**src/pkg/cim_pkg.sv**
```systemverilog
/*
 * constants, register map and carrier types of the charger interrupt flag and mask logic.
 * assumes a single 100 MHz clock shared by the event sources and the serial register port.
 */
package cim_pkg;

	// ****************************************
	// clock and timing
	// ****************************************
	localparam int CLK_PERIOD_NS     = 10;
	localparam int BOOST_FAIL_TIME_NS = 50000;
	// least time, so round up
	localparam int BOOST_FAIL_CYCLES =
		(BOOST_FAIL_TIME_NS + CLK_PERIOD_NS - 1) / CLK_PERIOD_NS;

	// ****************************************
	// register map
	// ****************************************
	localparam logic [7:0] ADDR_FLAGS_0         = 8'h04;
	localparam logic [7:0] ADDR_FLAGS_1         = 8'h05;
	localparam logic [7:0] ADDR_FLAGS_2         = 8'h06;
	localparam logic [7:0] ADDR_INTERRUPT_MASK_0 = 8'h08;
	localparam logic [7:0] ADDR_INTERRUPT_MASK_1 = 8'h09;
	localparam logic [7:0] RESET_FLAGS          = 8'h00;
	localparam logic [7:0] RESET_MASK           = 8'h00;
	localparam logic [7:0] READ_UNMAPPED        = 8'h00;

	// ****************************************
	// field positions
	// ****************************************
	localparam int BIT_TIMER                  = 0;
	localparam int BIT_BATTERY_SWITCH_OVERCURRENT = 1;
	localparam int BIT_BOOST_FAILURE          = 3;

	// device address on the serial port, value arbitrary
	localparam logic [6:0] DEFAULT_DEVICE_ADDR = 7'h2A;

	// ****************************************
	// carrier types
	// ****************************************
	typedef struct packed {
		logic [7:0] flags_0;
		logic [7:0] flags_1;
		logic [7:0] flags_2;
	} cim_events_t;

	typedef struct packed {
		logic safety_timer_mode;
		logic fast_charge_expired;
		logic watchdog_expired;
		logic boost_active;
		logic charge_active;
		logic battery_switch_overcurrent;
		logic boost_current_limit;
		logic boost_vout_low;
	} cim_power_t;

	typedef enum logic [3:0] {
		ST_IDLE     = 4'b0000,
		ST_ADDR     = 4'b0001,
		ST_ADDR_ACK = 4'b0010,
		ST_PTR      = 4'b0011,
		ST_PTR_ACK  = 4'b0100,
		ST_WDATA    = 4'b0101,
		ST_WDATA_ACK = 4'b0110,
		ST_RDATA    = 4'b0111,
		ST_RACK     = 4'b1000
	} cim_state_t;

endpackage : cim_pkg

```
**src/rtl/cim_sustain.sv**
```systemverilog
/*
 * qualifier: one-cycle pulse when a condition has held for longer than HOLD_CYCLES.
 * assumes the condition is already in the clk domain.
 */
module cim_sustain
	import cim_pkg::*;
#(
	parameter int HOLD_CYCLES = BOOST_FAIL_CYCLES
) (
	// clock and reset
	input  wire logic clk,
	input  wire logic rst_n,
	// condition and result
	input  wire logic cond,
	output logic      fire
);

	if (HOLD_CYCLES < 1) begin : g_check
		$error("cim_sustain: HOLD_CYCLES must be at least 1");
	end

	localparam int CW = $clog2(HOLD_CYCLES + 1) + 1;

	logic [CW-1:0] count;
	logic [CW-1:0] next_count;
	logic          next_fire;

	// ****************************************
	// hold counter
	// ****************************************
	always_comb begin
		next_count = count;
		next_fire  = 1'b0;
		if (!cond) begin
			next_count = '0;
		end else if (count < CW'(HOLD_CYCLES)) begin
			next_count = count + 1'b1;
		end else if (count == CW'(HOLD_CYCLES)) begin
			// strictly longer than the interval, fire once per episode
			next_count = count + 1'b1;
			next_fire  = 1'b1;
		end
	end

	always_ff @(posedge clk or negedge rst_n) begin
		if (!rst_n) begin
			count <= '0;
			fire  <= 1'b0;
		end else begin
			count <= next_count;
			fire  <= next_fire;
		end
	end

endmodule : cim_sustain

```
**src/rtl/cim_top.sv**
```systemverilog
/*
 * interrupt flag and mask logic of a battery charger with its serial register port.
 * assumes event inputs are on clk; serial clock and data pins are asynchronous.
 */
// Notes on behaviour
// - battery switch overcurrent sets flag bit 1
// - safety timer expiry sets timer flag bit 0
// - watchdog expiry in boost/charge sets timer flag, outside safety timer mode only
// - mask 0 bit 7 blocks valid-input failure
// - mask 0 bit 6 blocks secondary input change
// - mask 0 bit 5 blocks primary input change
// - mask 0 bit 4 blocks low battery threshold
// - mask 0 bit 3 blocks charge done
// - mask 0 bit 2 blocks charge phase change
// - mask 0 bit 1 blocks weak battery
// - mask 0 bit 0 blocks battery event
// - mask 1 bit 7 blocks charge current crossing
// - mask 1 bit 6 blocks recharge needed
// - mask 1 bit 5 blocks boost overvoltage
// - mask 1 bit 4 blocks boost thermal shutdown
// - mask 1 bit 3 blocks boost failure
// - boost failure is current limit with low output in boost beyond 50us
module cim_top
	import cim_pkg::*;
#(
	parameter int         BOOST_HOLD_CYCLES = BOOST_FAIL_CYCLES,
	parameter logic [6:0] DEVICE_ADDR       = DEFAULT_DEVICE_ADDR
) (
	// clock and reset
	input  wire logic        clk,
	input  wire logic        rst_n,
	// event sources
	input  wire cim_events_t events,
	input  wire cim_power_t  power,
	// serial register port
	input  wire logic        scl_in,
	input  wire logic        sda_in,
	output logic             sda_out,
	output logic             sda_oe,
	// interrupt
	output logic             int_n
);

	if (BOOST_HOLD_CYCLES < 1) begin : g_check
		$error("cim_top: BOOST_HOLD_CYCLES must be at least 1");
	end

	// ****************************************
	// pin synchronisers
	// ****************************************
	logic [2:0] scl_sync;
	logic [2:0] sda_sync;
	logic [2:0] next_scl_sync;
	logic [2:0] next_sda_sync;

	always_comb begin
		next_scl_sync = {scl_sync[1:0], scl_in};
		next_sda_sync = {sda_sync[1:0], sda_in};
	end

	always_ff @(posedge clk or negedge rst_n) begin
		if (!rst_n) begin
			scl_sync <= 3'h7;
			sda_sync <= 3'h7;
		end else begin
			scl_sync <= next_scl_sync;
			sda_sync <= next_sda_sync;
		end
	end

	// stage 0 feeds only stage 1; edges are seen between stages 1 and 2
	logic scl_rise;
	logic scl_fall;
	logic bus_start;
	logic bus_stop;
	logic sda_now;

	assign sda_now   = sda_sync[1];
	assign scl_rise  = scl_sync[1] & ~scl_sync[2];
	assign scl_fall  = ~scl_sync[1] & scl_sync[2];
	assign bus_start = scl_sync[1] & scl_sync[2] & ~sda_sync[1] & sda_sync[2];
	assign bus_stop  = scl_sync[1] & scl_sync[2] & sda_sync[1] & ~sda_sync[2];

	// ****************************************
	// event qualification
	// ****************************************
	logic boost_fail_pulse;

	cim_sustain #(
		.HOLD_CYCLES (BOOST_HOLD_CYCLES)
	) u_boost_fail (
		.clk   (clk),
		.rst_n (rst_n),
		.cond  (power.boost_active & power.boost_current_limit & power.boost_vout_low),
		.fire  (boost_fail_pulse)
	);

	logic timer_event;
	logic [7:0] set_0;
	logic [7:0] set_1;
	logic [7:0] set_2;

	always_comb begin
		// safety timer and watchdog share one flag
		timer_event = power.safety_timer_mode ? power.fast_charge_expired
			: (power.watchdog_expired & (power.boost_active | power.charge_active));
		set_0 = events.flags_0;
		set_1 = events.flags_1;
		set_1[BIT_BOOST_FAILURE] = events.flags_1[BIT_BOOST_FAILURE] | boost_fail_pulse;
		set_2 = events.flags_2;
		set_2[BIT_TIMER] = events.flags_2[BIT_TIMER] | timer_event;
		set_2[BIT_BATTERY_SWITCH_OVERCURRENT] = events.flags_2[BIT_BATTERY_SWITCH_OVERCURRENT]
			| power.battery_switch_overcurrent;
	end

	// ****************************************
	// serial port state machine
	// ****************************************
	cim_state_t state;
	cim_state_t next_state;
	logic [7:0] shift;
	logic [7:0] next_shift;
	logic [3:0] bit_count;
	logic [3:0] next_bit_count;
	logic [7:0] pointer;
	logic [7:0] next_pointer;
	logic       read_mode;
	logic       next_read_mode;
	logic       host_ack;
	logic       next_host_ack;
	logic       next_sda_oe;
	logic       wr_strobe;
	logic [7:0] wr_data;
	logic       rd_strobe;
	logic [7:0] rd_data;
	logic [7:0] flags_0;
	logic [7:0] flags_1;
	logic [7:0] flags_2;
	logic [7:0] interrupt_mask_0;
	logic [7:0] interrupt_mask_1;

	// read data mux
	always_comb begin
		case (pointer)
			ADDR_FLAGS_0:          rd_data = flags_0;
			ADDR_FLAGS_1:          rd_data = flags_1;
			ADDR_FLAGS_2:          rd_data = flags_2;
			ADDR_INTERRUPT_MASK_0: rd_data = interrupt_mask_0;
			ADDR_INTERRUPT_MASK_1: rd_data = interrupt_mask_1;
			default:               rd_data = READ_UNMAPPED;
		endcase
	end

	always_comb begin
		next_state     = state;
		next_shift     = shift;
		next_bit_count = bit_count;
		next_pointer   = pointer;
		next_read_mode = read_mode;
		next_host_ack  = host_ack;
		next_sda_oe    = sda_oe;
		wr_strobe      = 1'b0;
		wr_data        = shift;
		rd_strobe      = 1'b0;
		if (bus_stop) begin
			next_state  = ST_IDLE;
			next_sda_oe = 1'b0;
		end else if (bus_start) begin
			next_state     = ST_ADDR;
			next_bit_count = 4'h0;
			next_sda_oe    = 1'b0;
		end else begin
			case (state)
				ST_ADDR, ST_PTR, ST_WDATA: begin
					if (scl_rise && bit_count < 4'h8) begin
						next_shift     = {shift[6:0], sda_now};
						next_bit_count = bit_count + 4'h1;
					end else if (scl_fall && bit_count == 4'h8) begin
						next_bit_count = 4'h0;
						next_sda_oe    = 1'b1;
						if (state == ST_ADDR) begin
							next_read_mode = shift[0];
							next_state     = ST_ADDR_ACK;
							if (shift[7:1] != DEVICE_ADDR) begin
								// not ours: stay off the bus until the next start
								next_sda_oe = 1'b0;
								next_state  = ST_IDLE;
							end
						end else if (state == ST_PTR) begin
							next_pointer = shift;
							next_state   = ST_PTR_ACK;
						end else begin
							wr_strobe  = 1'b1;
							next_state = ST_WDATA_ACK;
						end
					end
				end
				ST_ADDR_ACK, ST_RACK: begin
					if (state == ST_RACK && scl_rise) begin
						next_host_ack = ~sda_now;
					end else if (scl_fall) begin
						if (read_mode && (state == ST_ADDR_ACK || host_ack)) begin
							// clear on load: a byte lost to a nack stays lost
							rd_strobe      = 1'b1;
							next_shift     = {rd_data[6:0], 1'b0};
							next_sda_oe    = ~rd_data[7];
							next_bit_count = 4'h1;
							next_pointer   = pointer + 8'h01;
							next_state     = ST_RDATA;
						end else begin
							next_sda_oe = 1'b0;
							next_state  = read_mode ? ST_IDLE : ST_PTR;
						end
					end
				end
				ST_PTR_ACK, ST_WDATA_ACK: begin
					if (scl_fall) begin
						next_sda_oe = 1'b0;
						next_state  = ST_WDATA;
					end
				end
				ST_RDATA: begin
					if (scl_fall) begin
						if (bit_count == 4'h8) begin
							next_sda_oe = 1'b0;
							next_state  = ST_RACK;
						end else begin
							next_sda_oe    = ~shift[7];
							next_shift     = {shift[6:0], 1'b0};
							next_bit_count = bit_count + 4'h1;
						end
					end
				end
				default: begin
					next_sda_oe = 1'b0;
				end
			endcase
		end
	end

	always_ff @(posedge clk or negedge rst_n) begin
		if (!rst_n) begin
			state     <= ST_IDLE;
			shift     <= 8'h00;
			bit_count <= 4'h0;
			pointer   <= 8'h00;
			read_mode <= 1'b0;
			host_ack  <= 1'b0;
			sda_oe    <= 1'b0;
			sda_out   <= 1'b0;
		end else begin
			state     <= next_state;
			shift     <= next_shift;
			bit_count <= next_bit_count;
			pointer   <= next_pointer;
			read_mode <= next_read_mode;
			host_ack  <= next_host_ack;
			sda_oe    <= next_sda_oe;
			// open drain: the line is only ever pulled low
			sda_out   <= 1'b0;
		end
	end

	// ****************************************
	// flags, masks and interrupt
	// ****************************************
	logic [7:0] next_flags_0;
	logic [7:0] next_flags_1;
	logic [7:0] next_flags_2;
	logic [7:0] next_mask_0;
	logic [7:0] next_mask_1;
	logic [7:0] clr_0;
	logic [7:0] clr_1;
	logic [7:0] clr_2;
	logic [7:0] live_0;
	logic [7:0] live_1;
	logic       next_int_n;

	always_comb begin
		clr_0 = (rd_strobe && pointer == ADDR_FLAGS_0) ? 8'hFF : 8'h00;
		clr_1 = (rd_strobe && pointer == ADDR_FLAGS_1) ? 8'hFF : 8'h00;
		clr_2 = (rd_strobe && pointer == ADDR_FLAGS_2) ? 8'hFF : 8'h00;
		// a new event in the clearing cycle survives
		next_flags_0 = (flags_0 & ~clr_0) | set_0;
		next_flags_1 = (flags_1 & ~clr_1) | set_1;
		next_flags_2 = (flags_2 & ~clr_2) | set_2;
		next_mask_0  = interrupt_mask_0;
		next_mask_1  = interrupt_mask_1;
		if (wr_strobe && pointer == ADDR_INTERRUPT_MASK_0) begin
			next_mask_0 = wr_data;
		end
		if (wr_strobe && pointer == ADDR_INTERRUPT_MASK_1) begin
			next_mask_1 = wr_data;
		end
		// one gate per bit: mask 1 means blocked
		live_0 = flags_0 & ~interrupt_mask_0;
		live_1 = flags_1 & ~interrupt_mask_1;
		// third flag group has no mask here, so it always reaches the pin
		next_int_n = ~(|live_0 | |live_1 | |flags_2);
	end

	always_ff @(posedge clk or negedge rst_n) begin
		if (!rst_n) begin
			flags_0          <= RESET_FLAGS;
			flags_1          <= RESET_FLAGS;
			flags_2          <= RESET_FLAGS;
			interrupt_mask_0 <= RESET_MASK;
			interrupt_mask_1 <= RESET_MASK;
			int_n            <= 1'b1;
		end else begin
			flags_0          <= next_flags_0;
			flags_1          <= next_flags_1;
			flags_2          <= next_flags_2;
			interrupt_mask_0 <= next_mask_0;
			interrupt_mask_1 <= next_mask_1;
			int_n            <= next_int_n;
		end
	end

endmodule : cim_top
```
**config.mk**
```make
export PLATFORM = sky130hd
export DESIGN_NAME = cim_top
export DESIGN_NICKNAME = d
export VERILOG_FILES = /design/src/pkg/cim_pkg.sv /design/src/rtl/cim_sustain.sv /design/src/rtl/cim_top.sv
export SDC_FILE = /design/constraint.sdc
export NUM_CORES = 1
export LEC_CHECK = 0
export ABC_AREA = 1
export BUFFER_PORTS_ARGS = -buffer_cell sky130_fd_sc_hd__buf_2
export CAP_MARGIN = 10
export CORE_MARGIN = 4
export CORE_UTILIZATION = 35
export CTS_CLUSTER_DIAMETER = 100
export DETAILED_ROUTE_END_ITERATION = 7
export GPL_ROUTABILITY_DRIVEN = 0
export SLEW_MARGIN = 20
export SYNTH_ARGS = -nofsm -noshare
export SYNTH_HDL_FRONTEND = slang
export SYNTH_SLANG_ARGS = --single-unit
```
**constraint.sdc**
```tcl
create_clock -name clk -period 2.3 [get_ports clk]
set_input_delay 0.46 -clock clk [delete_from_list [all_inputs] [get_ports clk]]
set_output_delay 0.46 -clock clk [all_outputs]
set_load 0.1 [all_outputs]
```
# Word-level counts from Yosys, hierarchy flattened
# Index checks and enable logic that the tools add are counted.
# classes
add_sub_neg,3
n_lt_le_gt_ge,2
n_eq_ne,40
mux,76
bitwise_logic,39
reduce_logical,27
# op_table
operator,count
$mux W8,16
$mux W4,18
$mux W14,3
$and A8 B8 Y8,5
$not A8 Y8,5
$pmux W8 S5,1
$ne A4 B4 Y1 const B,8
$mux W1,29
$eq A8 B3 Y1 const B,3
$or A8 B8 Y8,3
$pmux W8 S3,1
$reduce_or A8 Y1,3
$ne A2 B2 Y1 const B,10
$ne A3 B3 Y1 const B,6
$eq A4 B3 Y1 const B,4
$eq A8 B4 Y1 const B,2
$pmux W4 S4,1
$pmux W8 S2,1
$reduce_and A8 Y1,2
$add A14 B1 Y14 const B,1
$eq A14 B13 Y1 const B,1
$lt A14 B13 Y1 const B,1
$pmux W4 S3,1
$reduce_and A6 Y1,2
other kinds (24),60
# word_totals
reg_bits,89
inputBits,36
wordCells,204

# Logic depth before layout (Yosys ltp)
# logic_depth
word_depth,14
depth_mapped,12

# Cells and area by module
# Synthesis repeated with hierarchy kept, for this count alone.
# hier_totals
hier_cells,730
area_unflattened_um2,5406.4
# by_module_without_submodules
mod,n_inst,cells_per_inst,area_each_um2
cim_top,1,563,4254.1
cim_sustain,1,167,1152.4

# Worst setup path before layout
# Ideal clock, no wire load.
# synth_path
path_kind,register to register
startpoint,register bit_count[0]
endpoint,register interrupt_mask_1[6]
setup_time_ps,118
arrival_ps,1602
path_slack_ps,580
path_stages_with_launch,11
path_buffers,1
cell_sequence,dfrtp_1 inv_1 ha_1 nand2_1 nor2_2 nand2_2 a21oi_1 nand3_2 buf_4 nand2_1 o21ai_2
# synth_via
elab_chain_len,8
word_cells_on_any_way,10
cone_classes,order compare: 1; eq/ne: 1; mux: 5; reduce/logical: 3
# synth_lines
element,line_no,rtl
start: declaration,cim_top.sv:123,logic [3:0] bit_count;
start signal: assignment,cim_top.sv:254,bit_count <= next_bit_count;
branches (longest 3 deep; another with $lt A4 B4 Y1),-,
$mux W1 *,cim_top.sv:175,if (scl_rise && bit_count < 4'h8) begin
$mux W1 *,cim_top.sv:173,case (state)
$mux W1 *,cim_top.sv:168,end else if (bus_start) begin
$mux W1 *,cim_top.sv:165,if (bus_stop) begin
$logic_and A1 B1 Y1 *,cim_top.sv:292,if (wr_strobe && pointer == ADDR_INTERRUPT_MASK_1) begin
end signal: assignment,cim_top.sv:315,interrupt_mask_1 <= next_mask_1;
end: declaration,cim_top.sv:140,logic [7:0] interrupt_mask_1;
# Every way passes the cells marked *.
# A chain may end at the register's enable or synchronous reset.

# Final worst setup path
# layout_path
startpoint,register bit_count[0]
endpoint,register interrupt_mask_1[7]
# The elaborated chain is that of the path after synthesis.

==> flow_summary_export.csv <==
group,metric,value,unit
synthesis,synthTopCellsByCount,"nand2_1 (218), dfrtp_1 (82), inv_1 (76)",
timing,fin_crit_sh,89.4,%
synthesis,syn_inst,699,
detailed_routing,wl,12300,µm
timing,rsz0062_at_grt,"no",
finish,drive_gt1_share,14.2,%
global_route,antenna_found_initial,0,
finish,nets,787,
placed_design,dp.cells,916,
detailed_routing,first_pass_iters,5,
finish,area_delta_synth_final,14.5,%
status,outcome,"finished clean",
detailed_routing,vias,4490,
timing,worst_slew_pin_slew,501,ps
clock_network,cts_root_buf,"clkbuf_16",
detailed_routing,postRouteAntennaNets,0,
global_route,grt_pass1_wl,20900,µm
power,max-vdd-ir-drop,385,µV
synthesis,synth_top_area_share,39.7,%
timing,setup-tns-final,0,ps
setup_path,r2r_cells,9,
synthesis,synth.cell_area,0.00516,mm²
synthesis,synthTopCellsByArea,"dfrtp_1 (40%), nand2_1 (16%), inv_1 (5.5%)",
finish,final_util,40.8,%
clock_network,cts_buffer_depth,2,
clock_network,worstSkewPairLatency,350,ps
power,power.total,5600,µW
die,die_w,129,µm
setup_path,arrival,2280,ps
timing,slew_violations,0,
clock_network,cts_resized,0,
finish,diodes,0,
detailed_routing,drc,0,
synthesis,synth_top_cell_by_area,"dfrtp_1",
synthesis,synth_seq_area_share,43.3,%
clock_network,ctsHoldBuffers,0,
global_route,grt_pass1_vias,4343,
synthesis,synth_warnings,0,
setup_path,startpoint_type,"flip-flop",
timing,fmax,486,MHz
synthesis,synth_edf_count,0,
die,die_area,0.0168,mm²
setup_path,endpoint_kind,"flip-flop",
synthesis,synth-seq-cells,89,
timing,slew_headroom,66.6,%
placed_design,port_buffers,37,
synthesis,async_flop_share,100,%
global_route,grt_max_degree,90,
synthesis,yosysMostFrequentCell,"nand2_1",
clock_network,clkTransAtPathRegs,70,ps
finish,stdcell_count,932,
timing,finClkSkew,9.60,ps
die,io_pins,39,
detailed_routing,drt_first_iter_violations,355,
timing,hold_slack,151,ps
die,die_h,129,µm
timing,finalHoldViolations,0,
synthesis,synth_cell_types,43,
setup_path,cp_data_required_time,2520,ps
clock_network,htree_levels,3,
timing,finalSetupViolCount,0,
detailed_routing,drt-wirelength-per-cell,13.2,µm
power,leakagePower,0.00296,µW
run,drv_cap,0,
global_route,track_usage,15.6,%
detailed_routing,via_per_inst,4.82,
global_route,grt-ovfl-total,0,
die,rows,44,
setup_path,worstSetupPathType,"reg2reg",
placed_design,dp_hpwl,9200,µm
clock_network,cts_inserted_buffers,9,
power,power_density,947,mW/mm²
die,initial_core_util,35.7,%
clock_network,postCtsSetupRepairBufs,0,
synthesis,synth_nets,743,
synthesis,postSynthAreaPerCell,7.39,µm²
synthesis,synthFlopType,"dfrtp_1",
clock_network,cts_tree,"done",
hold_path,min_path_type,"in2async",
die,core-area,0.0145,mm²
timing,fin_crit,2060,ps
clock_network,cts_sinks,89,
setup_path,worstPathMaxFanout,16,
==> worst paths after layout <==
check                           slack, ps                     start                              end
worst max-delay path                  240  bit_count[0]$_DFFE_PN0P_  interrupt_mask_1[7]$_DFFE_PN0P_
worst min-delay path                  150                     rst_n             shift[2]$_DFFE_PN0P_
worst max register to register        240  bit_count[0]$_DFFE_PN0P_  interrupt_mask_1[7]$_DFFE_PN0P_
worst min register to register        360     sda_sync[0]$_DFF_PN1_            sda_sync[1]$_DFF_PN1_
max in group asynchronous            1760                     rst_n            sda_sync[0]$_DFF_PN1_
min in group clk                      220                    scl_in            scl_sync[0]$_DFF_PN1_
==> critical path, cell delays in order, from the launching register on <==
cell	delay (ps)
dfrtp_1	410
inv_1	80
ha_1	140
nand2_1	50
nor2_2	210
nand2_2	130
a21oi_1	280
nand3_2	380
nand2_1	190
o21ai_2	60
==> power by group <==
group          internal (µW)  switching [µW]  total (µW)
clock network           1090             617        1710
logic                    599            1390        1990
registers               1720             185        1910
==> cell families after synthesis <==
kind of cell | Yosys count | share of synthesized area [%]
AOI/OAI and AO/OA | 96 | 11.7
buffers and inverters | 94 | 7.63
DFF | 89 | 43.3
adders and majority gates | 8 | 1.94
xor gates and xnor gates | 11 | 1.87
other | 1 | 0.0726
and+or+nand+nor | 400 | 33.6
==> layer usage <==
layer  global-route usage [%]  wire length (µm)
met1                     20.7              5940
met2                     25.5              5720
met3                     4.16               489
met4                     3.61               151
met5                        0                 0
==> metrics by stage <==
step	instance area (µm²)	setup slack [ps]
after floorplan	5160	580
final	5910	244
after detailed placement	5570	225
after global routing	5910	9.97
after global placement	5570	307
after CTS	5910	211
==> layout by cell type, fill, tap and decap left out, types with 2 or more instances in the layout <==
cell type	n
nor3_1	16
a21o_1	8
nor3b_1	4
nor2_1	75
buf_2	36
nand3_1	50
nand3_2	4
inv_2	6
nand2_2	7
xor2_1	9
nor2_2	7
dfstp_2	7
nand4_1	8
nand3b_1	3
xnor2_1	2
o211ai_1	2
dfrtp_1	82
bufinv_16	3
and2_0	2
o21bai_1	14
ha_1	8
o21ai_0	40
nand2_1	218
nor4_1	2
o22ai_1	5
inv_1	76
buf_4	7
clkbuf_16	9
o21ai_2	10
a21oi_1	10
==> state kept, by name, summed over array words and instances, names as in the netlist, 3 cells and up <==
register            count
bit_count               4
interrupt_mask_1        8
u_boost_fail.count     14
state                   4
flags_0                 8
sda_sync                3
pointer                 8
shift                   8
interrupt_mask_0        8
scl_sync                3
flags_2                 8
flags_1                 8
==> layout make-up <==
class / count / area [µm²]
clock buffer: 11 / 243
tap: 184 / 230
fill: 1511 / 8560
clock inverter: 5 / 104
multi-input combinational: 516 / 2530
inverter: 83 / 314
sequential: 89 / 2240
timing repair buffer: 44 / 253
No activity file was read; power rests on OpenSTA's default activity.
